==> config.mk <==
export PLATFORM = sky130hd
export DESIGN_NAME = fpi_regs
export DESIGN_NICKNAME = d
export VERILOG_FILES = /design/src/rtl/fpi_bitrev.v /design/src/rtl/fpi_regs.v
export VERILOG_INCLUDE_DIRS = /design/src /design/src/rtl
export SDC_FILE = /design/constraint.sdc
export NUM_CORES = 1
export LEC_CHECK = 0
export BUFFER_PORTS_ARGS = -buffer_cell sky130_fd_sc_hd__buf_2
export CORE_MARGIN = 2
export CORE_UTILIZATION = 35
export DETAILED_ROUTE_END_ITERATION = 16
export PLACE_DENSITY = 0.63
export SYNTH_ARGS = -nofsm -noshare
export SYNTH_HDL_FRONTEND = slang
export SYNTH_HIERARCHICAL = 1
export SYNTH_SLANG_ARGS = --single-unit
==> constraint.sdc <==
create_clock -name i_clock -period 1.65 [get_ports i_clock]
set_clock_uncertainty 0.1 [all_clocks]
set_input_delay 0.0825 -clock i_clock [delete_from_list [all_inputs] [get_ports i_clock]]
set_output_delay 0.0825 -clock i_clock [all_outputs]
set_load 0.005 [all_outputs]
==> src/rtl/fpi_map.vh <==
`ifndef FPI_MAP_VH
`define FPI_MAP_VH
// ==========================================
// register offsets (byte addresses from base)
`define FPI_OFF_FEAT_HIGH 12'h404
`define FPI_OFF_FEAT_LOW 12'h408
`define FPI_OFF_OPT_FUNC 12'h40C
`define FPI_OFF_VENDOR_LOC 12'h480
`define FPI_OFF_PIO_LOC 12'h484
`define FPI_OFF_STROBE_LOC 12'h48C
// ==========================================
// field positions, in documented numbering (0 = msb)
`define FPI_BIT_BRIGHTNESS 0
`define FPI_BIT_AUTO_EXPOSURE 1
`define FPI_BIT_SHARPNESS 2
`define FPI_BIT_WHITE_BALANCE 3
`define FPI_BIT_HUE 4
`define FPI_BIT_SATURATION 5
`define FPI_BIT_GAMMA 6
`define FPI_BIT_SHUTTER 7
`define FPI_BIT_GAIN 8
`define FPI_BIT_IRIS 9
`define FPI_BIT_FOCUS 10
`define FPI_BIT_TEMPERATURE 11
`define FPI_BIT_TRIGGER 12
`define FPI_BIT_TRIGGER_DELAY 13
`define FPI_BIT_WHITE_SHADING 14
`define FPI_BIT_FRAME_RATE_PRIO 15
`define FPI_BIT_ZOOM 0
`define FPI_BIT_PAN 1
`define FPI_BIT_TILT 2
`define FPI_BIT_OPTICAL_FILTER 3
`define FPI_BIT_CAPTURE_SIZE 16
`define FPI_BIT_CAPTURE_QUALITY 17
`define FPI_BIT_PARALLEL_IO 1
`define FPI_BIT_SERIAL_IO 2
`define FPI_BIT_STROBE_OUT 3
// ==========================================
// reserved positions, documented numbering (index = bit number)
`define FPI_RSVD_HIGH 32'hFFFF_0000
`define FPI_RSVD_LOW 32'hFFFC_FFF0
`define FPI_RSVD_OPT 32'hFFFF_FFF1
// ==========================================
// reset value of the read data port
`define FPI_RST_RDATA 32'h0000_0000
`endif

==> src/rtl/fpi_bitrev.v <==
`timescale 1ns/1ns
`default_nettype none
// ==========================================
// maps documented numbering (bit 0 = msb) onto verilog numbering
module fpi_bitrev
#(
  parameter WIDTH = 32
)
(
  input wire [WIDTH-1:0] i_doc,
  output wire [WIDTH-1:0] o_word
);
  genvar g;
  generate
    for (g = 0; g < WIDTH; g = g + 1)
    begin : g_rev
      assign o_word[WIDTH-1-g] = i_doc[g];
    end
  endgenerate
endmodule
`default_nettype wire

==> src/rtl/fpi_regs.v <==
`timescale 1ns/1ns
`default_nettype none
`include "fpi_map.vh"
// Overview of operation
// RULE_01 - capability bit one means feature exists
// RULE_02 - values follow current video format and mode; here no format or mode changes any bit
// RULE_03 - brightness, shutter, gain, trigger read one
// RULE_04 - white balance one on colour only
// RULE_05 - other high feature bits read zero
// RULE_06 - trigger delay and white shading zero
// RULE_07 - frame rate priority zero, rest reserved
// RULE_08 - zoom, pan, tilt, filter zero
// RULE_09 - capture size and quality zero
// RULE_10 - parallel io and strobe one, serial zero
// RULE_11 - vendor locator returns quadlet offset
// RULE_12 - parallel io locator returns quadlet offset
// RULE_13 - strobe locator returns quadlet offset
// RULE_14 - all words read only, writes ignored; here a write in the same cycle drops the read
// RULE_15 - documented bit zero is the msb
// RULE_16 - host multiplies locator by four
module fpi_regs
#(
  parameter ADDR_W = 12,
  parameter [31:0] VENDOR_LOC = 32'h0000_0100,
  parameter [31:0] PIO_LOC = 32'h0000_0200,
  parameter [31:0] STROBE_LOC = 32'h0000_0300
)
(
  input wire i_clock,
  input wire i_rst,
  input wire i_colour,
  input wire [2:0] i_video_format,
  input wire [2:0] i_video_mode,
  input wire i_rd,
  input wire i_wr,
  input wire [ADDR_W-1:0] i_addr,
  input wire [31:0] i_wdata,
  output reg [31:0] o_rdata,
  output reg o_rvalid,
  output reg o_hit
);
  // ==========================================
  // field values, shared by both variants except white balance
  localparam HAS_BRIGHTNESS = 1'b1;
  localparam HAS_AUTO_EXPOSURE = 1'b0;
  localparam HAS_SHARPNESS = 1'b0;
  localparam HAS_HUE = 1'b0;
  localparam HAS_SATURATION = 1'b0;
  localparam HAS_GAMMA = 1'b0;
  localparam HAS_SHUTTER = 1'b1;
  localparam HAS_GAIN = 1'b1;
  localparam HAS_IRIS = 1'b0;
  localparam HAS_FOCUS = 1'b0;
  localparam HAS_TEMPERATURE = 1'b0;
  localparam HAS_TRIGGER = 1'b1;
  localparam HAS_TRIGGER_DELAY = 1'b0;
  localparam HAS_WHITE_SHADING = 1'b0;
  localparam HAS_FRAME_RATE_PRIO = 1'b0;
  localparam HAS_ZOOM = 1'b0;
  localparam HAS_PAN = 1'b0;
  localparam HAS_TILT = 1'b0;
  localparam HAS_OPTICAL_FILTER = 1'b0;
  localparam HAS_CAPTURE_SIZE = 1'b0;
  localparam HAS_CAPTURE_QUALITY = 1'b0;
  localparam HAS_PARALLEL_IO = 1'b1;
  localparam HAS_SERIAL_IO = 1'b0;
  localparam HAS_STROBE_OUT = 1'b1;

  // ==========================================
  // reserved positions and word count
  localparam [31:0] RSVD_HIGH = `FPI_RSVD_HIGH;
  localparam [31:0] RSVD_LOW = `FPI_RSVD_LOW;
  localparam [31:0] RSVD_OPT = `FPI_RSVD_OPT;
  localparam NUM_WORDS = 6;

  // ==========================================
  // per-format keep masks; limitation: no format drops a feature yet
  localparam [31:0] KEEP_FMT0 = 32'hFFFF_FFFF;
  localparam [31:0] KEEP_FMT1 = 32'hFFFF_FFFF;
  localparam [31:0] KEEP_FMT2 = 32'hFFFF_FFFF;
  localparam [31:0] KEEP_FMT3 = 32'hFFFF_FFFF;
  localparam [31:0] KEEP_FMT4 = 32'hFFFF_FFFF;
  localparam [31:0] KEEP_FMT5 = 32'hFFFF_FFFF;
  localparam [31:0] KEEP_FMT6 = 32'hFFFF_FFFF;
  localparam [31:0] KEEP_FMT7 = 32'hFFFF_FFFF;

  // ==========================================
  // presence words in documented numbering
  reg [31:0] feat_high_doc;
  reg [31:0] feat_low_doc;
  reg [31:0] opt_func_doc;
  reg [31:0] keep_high;
  reg [31:0] keep_low;
  reg [31:0] keep_opt;
  wire [31:0] feat_high_clr;
  wire [31:0] feat_low_clr;
  wire [31:0] opt_func_clr;
  wire [31:0] feat_high;
  wire [31:0] feat_low;
  wire [31:0] opt_func;
  wire [NUM_WORDS*ADDR_W-1:0] word_addr;
  wire [NUM_WORDS*32-1:0] word_data;
  wire [NUM_WORDS-1:0] word_sel;
  wire [32*(NUM_WORDS+1)-1:0] mux_chain;
  wire [NUM_WORDS:0] hit_chain;
  wire rd_take;
  wire [31:0] next_rdata;
  wire next_hit;
  wire unused_wdata;
  wire unused_mode;

  // ==========================================
  // presence table
  // strap is read live, so a variant swap shows on the next read
  always @*
  begin
    feat_high_doc = 32'h0000_0000; // see RULE_07
    feat_high_doc[`FPI_BIT_BRIGHTNESS] = HAS_BRIGHTNESS; // see RULE_03 see RULE_01
    feat_high_doc[`FPI_BIT_AUTO_EXPOSURE] = HAS_AUTO_EXPOSURE; // see RULE_05
    feat_high_doc[`FPI_BIT_SHARPNESS] = HAS_SHARPNESS; // see RULE_05
    feat_high_doc[`FPI_BIT_WHITE_BALANCE] = i_colour; // see RULE_04
    feat_high_doc[`FPI_BIT_HUE] = HAS_HUE; // see RULE_05
    feat_high_doc[`FPI_BIT_SATURATION] = HAS_SATURATION; // see RULE_05
    feat_high_doc[`FPI_BIT_GAMMA] = HAS_GAMMA; // see RULE_05
    feat_high_doc[`FPI_BIT_SHUTTER] = HAS_SHUTTER; // see RULE_03
    feat_high_doc[`FPI_BIT_GAIN] = HAS_GAIN; // see RULE_03
    feat_high_doc[`FPI_BIT_IRIS] = HAS_IRIS; // see RULE_05
    feat_high_doc[`FPI_BIT_FOCUS] = HAS_FOCUS; // see RULE_05
    feat_high_doc[`FPI_BIT_TEMPERATURE] = HAS_TEMPERATURE; // see RULE_05
    feat_high_doc[`FPI_BIT_TRIGGER] = HAS_TRIGGER; // see RULE_03
    feat_high_doc[`FPI_BIT_TRIGGER_DELAY] = HAS_TRIGGER_DELAY; // see RULE_06
    feat_high_doc[`FPI_BIT_WHITE_SHADING] = HAS_WHITE_SHADING; // see RULE_06
    feat_high_doc[`FPI_BIT_FRAME_RATE_PRIO] = HAS_FRAME_RATE_PRIO; // see RULE_07
    feat_low_doc = 32'h0000_0000; // see RULE_08 see RULE_09
    feat_low_doc[`FPI_BIT_ZOOM] = HAS_ZOOM; // see RULE_08
    feat_low_doc[`FPI_BIT_PAN] = HAS_PAN; // see RULE_08
    feat_low_doc[`FPI_BIT_TILT] = HAS_TILT; // see RULE_08
    feat_low_doc[`FPI_BIT_OPTICAL_FILTER] = HAS_OPTICAL_FILTER; // see RULE_08
    feat_low_doc[`FPI_BIT_CAPTURE_SIZE] = HAS_CAPTURE_SIZE; // see RULE_09
    feat_low_doc[`FPI_BIT_CAPTURE_QUALITY] = HAS_CAPTURE_QUALITY; // see RULE_09
    opt_func_doc = 32'h0000_0000; // see RULE_10
    opt_func_doc[`FPI_BIT_PARALLEL_IO] = HAS_PARALLEL_IO; // see RULE_10
    opt_func_doc[`FPI_BIT_SERIAL_IO] = HAS_SERIAL_IO; // see RULE_10
    opt_func_doc[`FPI_BIT_STROBE_OUT] = HAS_STROBE_OUT; // see RULE_10
  end

  // ==========================================
  // format hook; one table per format masks the same bit position in all three words
  always @*
  begin
    case (i_video_format) // see RULE_02
      3'h0:
      begin
        keep_high = KEEP_FMT0;
        keep_low = KEEP_FMT0;
        keep_opt = KEEP_FMT0;
      end
      3'h1:
      begin
        keep_high = KEEP_FMT1;
        keep_low = KEEP_FMT1;
        keep_opt = KEEP_FMT1;
      end
      3'h2:
      begin
        keep_high = KEEP_FMT2;
        keep_low = KEEP_FMT2;
        keep_opt = KEEP_FMT2;
      end
      3'h3:
      begin
        keep_high = KEEP_FMT3;
        keep_low = KEEP_FMT3;
        keep_opt = KEEP_FMT3;
      end
      3'h4:
      begin
        keep_high = KEEP_FMT4;
        keep_low = KEEP_FMT4;
        keep_opt = KEEP_FMT4;
      end
      3'h5:
      begin
        keep_high = KEEP_FMT5;
        keep_low = KEEP_FMT5;
        keep_opt = KEEP_FMT5;
      end
      3'h6:
      begin
        keep_high = KEEP_FMT6;
        keep_low = KEEP_FMT6;
        keep_opt = KEEP_FMT6;
      end
      3'h7:
      begin
        keep_high = KEEP_FMT7;
        keep_low = KEEP_FMT7;
        keep_opt = KEEP_FMT7;
      end
      default:
      begin
        keep_high = KEEP_FMT0;
        keep_low = KEEP_FMT0;
        keep_opt = KEEP_FMT0;
      end
    endcase
  end

  // mode changes no bit yet, kept as a port for later tables
  assign unused_mode = ^i_video_mode; // see RULE_02

  // ==========================================
  // reserved positions forced to zero whatever the table says
  genvar g;
  generate
    for (g = 0; g < 32; g = g + 1)
    begin : g_rsvd
      assign feat_high_clr[g] = feat_high_doc[g] & keep_high[g] & ~RSVD_HIGH[g]; // see RULE_07
      assign feat_low_clr[g] = feat_low_doc[g] & keep_low[g] & ~RSVD_LOW[g]; // see RULE_09
      assign opt_func_clr[g] = opt_func_doc[g] & keep_opt[g] & ~RSVD_OPT[g]; // see RULE_10
    end
  endgenerate

  // ==========================================
  // documented numbering onto bus numbering
  fpi_bitrev #(.WIDTH(32)) u_rev_high
  (
    .i_doc(feat_high_clr),
    .o_word(feat_high) // see RULE_15
  );

  fpi_bitrev #(.WIDTH(32)) u_rev_low
  (
    .i_doc(feat_low_clr),
    .o_word(feat_low) // see RULE_15
  );

  fpi_bitrev #(.WIDTH(32)) u_rev_opt
  (
    .i_doc(opt_func_clr),
    .o_word(opt_func) // see RULE_15
  );

  // ==========================================
  // word table
  assign word_addr[0*ADDR_W +: ADDR_W] = `FPI_OFF_FEAT_HIGH;
  assign word_addr[1*ADDR_W +: ADDR_W] = `FPI_OFF_FEAT_LOW;
  assign word_addr[2*ADDR_W +: ADDR_W] = `FPI_OFF_OPT_FUNC;
  assign word_addr[3*ADDR_W +: ADDR_W] = `FPI_OFF_VENDOR_LOC;
  assign word_addr[4*ADDR_W +: ADDR_W] = `FPI_OFF_PIO_LOC;
  assign word_addr[5*ADDR_W +: ADDR_W] = `FPI_OFF_STROBE_LOC;
  assign word_data[0*32 +: 32] = feat_high;
  assign word_data[1*32 +: 32] = feat_low;
  assign word_data[2*32 +: 32] = opt_func;
  assign word_data[3*32 +: 32] = VENDOR_LOC; // see RULE_11
  assign word_data[4*32 +: 32] = PIO_LOC; // see RULE_12
  assign word_data[5*32 +: 32] = STROBE_LOC; // see RULE_13

  // ==========================================
  // and-or read mux; unmapped reads give zero with o_hit low
  assign mux_chain[31:0] = 32'h0000_0000;
  assign hit_chain[0] = 1'b0;
  generate
    for (g = 0; g < NUM_WORDS; g = g + 1)
    begin : g_word
      assign word_sel[g] = (i_addr == word_addr[g*ADDR_W +: ADDR_W]);
      assign mux_chain[(g+1)*32 +: 32] = mux_chain[g*32 +: 32]
        | ({32{word_sel[g]}} & word_data[g*32 +: 32]);
      assign hit_chain[g+1] = hit_chain[g] | word_sel[g];
    end
  endgenerate
  assign next_rdata = mux_chain[NUM_WORDS*32 +: 32];
  assign next_hit = hit_chain[NUM_WORDS];

  // ==========================================
  // read register; writes are never decoded, so nothing changes on them
  // a read that collides with a write is dropped rather than guessed at
  assign rd_take = i_rd & ~i_wr; // see RULE_14
  always @(posedge i_clock)
  begin
    if (i_rst)
    begin
      o_rdata <= `FPI_RST_RDATA;
      o_rvalid <= 1'b0;
      o_hit <= 1'b0;
    end
    else
    begin
      o_rvalid <= rd_take;
      o_hit <= rd_take & next_hit;
      if (rd_take)
      begin
        o_rdata <= next_rdata;
      end
    end
  end

  // i_wdata is accepted and dropped on purpose
  assign unused_wdata = ^i_wdata; // see RULE_14
endmodule
`default_nettype wire

==> qor.yml <==
status:
  status: "complete, no violations"
cells_and_area:
  fin_nets: 419
  drive_above_1_share_pct: 33.4
  multiInputGateArea_sq_um: 1560
  area_growth_pct: 4.43
  final_util_pct: 37.2
  fillCellCount: 823
  seqCellArea_sq_um: 681
  final_common_cell: "conb_1"
  final_cell_mix: "conb_1 (95), buf_2 (50), dfxtp_1 (34)"
power_and_ir_drop:
  internal_power_mw: 1.43
  swShare_pct: 25.7
  p_switching_mw: 0.495
  cellPowerDensity_nw_per_um2: 679
  cellLeakagePower_nw: 1.36
  p_comb_share_pct: 18.1
  seqPwrFrac_pct: 44.2
  total_power_mw: 1.92
  ir_drop_uv: 254
  p_clk_share_pct: 37.7
logic_synthesis:
  synth_area_leaders: "buf_4 (27%), dfxtp_1 (25%), mux2_2 (12%), a22o_1 (5.5%), a22oi_1 (3.9%)"
  yosysWarnings: 6
  yosys_register_bits: 34
  ys_seq_area_share_pct: 25.1
  synth_cells: 318
  synth_edf_count: 0
  synth.largest_area_cell: "buf_4"
  syn-mean-instance-area_sq_um: 8.53
  synthArstFlopShare_pct: 0
  ys_types: 33
  syn_area_sq_um: 2710
  synth_ff_type: "dfxtp_1"
  synth_top_area_share_pct: 26.8
min_path:
  holdCritStartpoint: "i_rd"
  hp-class: "in -> reg"
sta:
  fin_crit_sh_pct: 77.7
  max-slew-margin-rel_pct: 30.0
  hold_viol: 0
  worstMarginPinSlew_ps: 1050
  fin_crit_ps: 1280
  hold_slack_ps: 66.9
  timing.setup.tns_ps: 0
  setup_violations: 0
  fmax_mhz: 780
  rsz0062_at_grt: "no"
  slew_viol_final: 0
global_routing:
  grt_max_degree: 33
  grt_pass1_wl_microns: 8230
  grt_pass1_vias: 1845
  overflow: 0
  track_usage_pct: 12.1
  antenna_found_initial: 0
placement:
  hpwl_microns: 3570
  gp_congestion: 0.768
  io_buffers: 50
floorplan:
  core_sq_um: 7610
  rows: 32
  dieArea_sq_um: 8470
  ioPinCount: 89
  die_width_microns: 92.0
  die_y_microns: 92.0
  start_util_pct: 35.7
routing:
  dr.pass1.iters: 4
  drt_iter0_drc: 54
  wirelength_microns: 4750
  dr_total_vias: 1907
  post_drt_wl_per_cell_microns: 10.2
  post-route-drc-count: 0
  antenna_left: 0
  viasPerCell: 4.07
clocking:
  post-cts-setup-buffers: 0
  numCtsBuffers: 5
  ctsHoldBuffers: 0
  cts_sinks: 34
  cts_resized: 0
  clock_latency_ps: 280
  cts_tree: "yes"
  cts_max_level: 2
  clock_path_buffers: 2
  cts-root-buf: "clkbuf_8"
  clkSlewWorstSetupHoldPaths_ps: 70
critical_path:
  path_buf_inv: 1
  cp-startpoint: "i_addr[1]"
  arrival_ps: 1400
  cp_cell_sequence: "buf_2, or4_4, nor3_1, nand3_1, o21ai_0"
  crit_fanout: 4
  cpPeakStageDelay_ps: 560
  crit_family: "simple AND/OR/NAND/NOR gates"
  start_kind: "primary input"
  r2r-start: "o_rdata[9]"
  critPathSlowestCell: "or4_4"
  end_kind: "register"
  critPathKind: "in -> reg"
  crit_required_ps: 1760
run:
  drv_cap: 0
## area by class of cell
class / instances / area share, %
sequential: 34 / 24.0
inverter: 1 / 0.133
tap: 102 / 4.51
antenna: 1 / 0.0883
multi-input combinational: 259 / 55.1
timing repair buffer: 63 / 12.3
clock buffer: 8 / 3.89
## power groups by stage
stage | registers, mW | logic, mW | clock network [mW]
after floorplan | 0.873 | 0.422 | 0
after global placement | 0.870 | 0.334 | 0
after detailed placement | 0.871 | 0.339 | 0
after CTS | 0.852 | 0.339 | 0.750
after global routing | 0.854 | 0.396 | 0.790
final | 0.851 | 0.348 | 0.724
## worst register-to-register path, delay by kind of cell (launching register included)
family,cells,cell delay [ps]
flops,1,330
simple gates,1,90
compound gates,1,80
## path summary, 6_finish.rpt
check / end / slack (ps) / cells after the start
worst min register to register: o_rdata[4] / 340 / 2
worst max-delay path: o_rdata[30] / 370 / 5
worst min-delay path: o_rvalid / 70 / 3
worst max register to register: o_rdata[9] / 930 / 2
## synth_stat cells (2+ instances only)
| cell | n |
|---|---|
| nor3_2 | 9 |
| conb_1 | 2 |
| nand2_1 | 17 |
| nand2b_1 | 3 |
| buf_2 | 6 |
| o21ai_0 | 16 |
| nor3_1 | 8 |
| nand3_1 | 2 |
| nor2b_1 | 3 |
| a21oi_1 | 6 |
| nor2_1 | 17 |
| and3_1 | 2 |
| dfxtp_1 | 34 |
| nand3b_1 | 2 |
| a22o_1 | 17 |
| a21oi_2 | 9 |
| buf_1 | 2 |
| a22oi_1 | 14 |
| mux2_2 | 30 |
| clkbuf_1 | 10 |
| buf_4 | 97 |
## flip-flops by register name (all words and copies together), names as in the netlist
name      count
o_rvalid      1
o_hit         1
o_rdata      32
## routing by layer
metal	up-vias	global-route usage (%)	part of all wire (%)
met5	-	0	0
met3	11	3.29	4.8
li1	996	-	-
met1	871	13.9	43
met4	0	5.97	3.2
met2	29	20.5	48
## kinds of logic (layout without fill, tap and decap cells)
kind of cell | Yosys count | after routing | share of synthesized area, %
AO/OA/AOI/OAI | 66 | 66 | 17.5
XOR/XNOR | 1 | 1 | 0.323
buffers and inverters | 118 | 72 | 30.4
flip-flops | 34 | 34 | 25.1
multiplexers | 30 | 30 | 12.5
other | 2 | 96 | 0.277
AND/OR/NAND/NOR | 67 | 67 | 14.0
## per-stage QoR
step                setup WS (ps)  area [sq um]  std cells
floorplan                     103          3060        411
global placement             38.9          2720        459
detailed placement           52.7          2720        459
CTS                           361          2830        467
global route                  179          2830        467
finish                        368          2830        468
(Power assumes the default switching activity.)
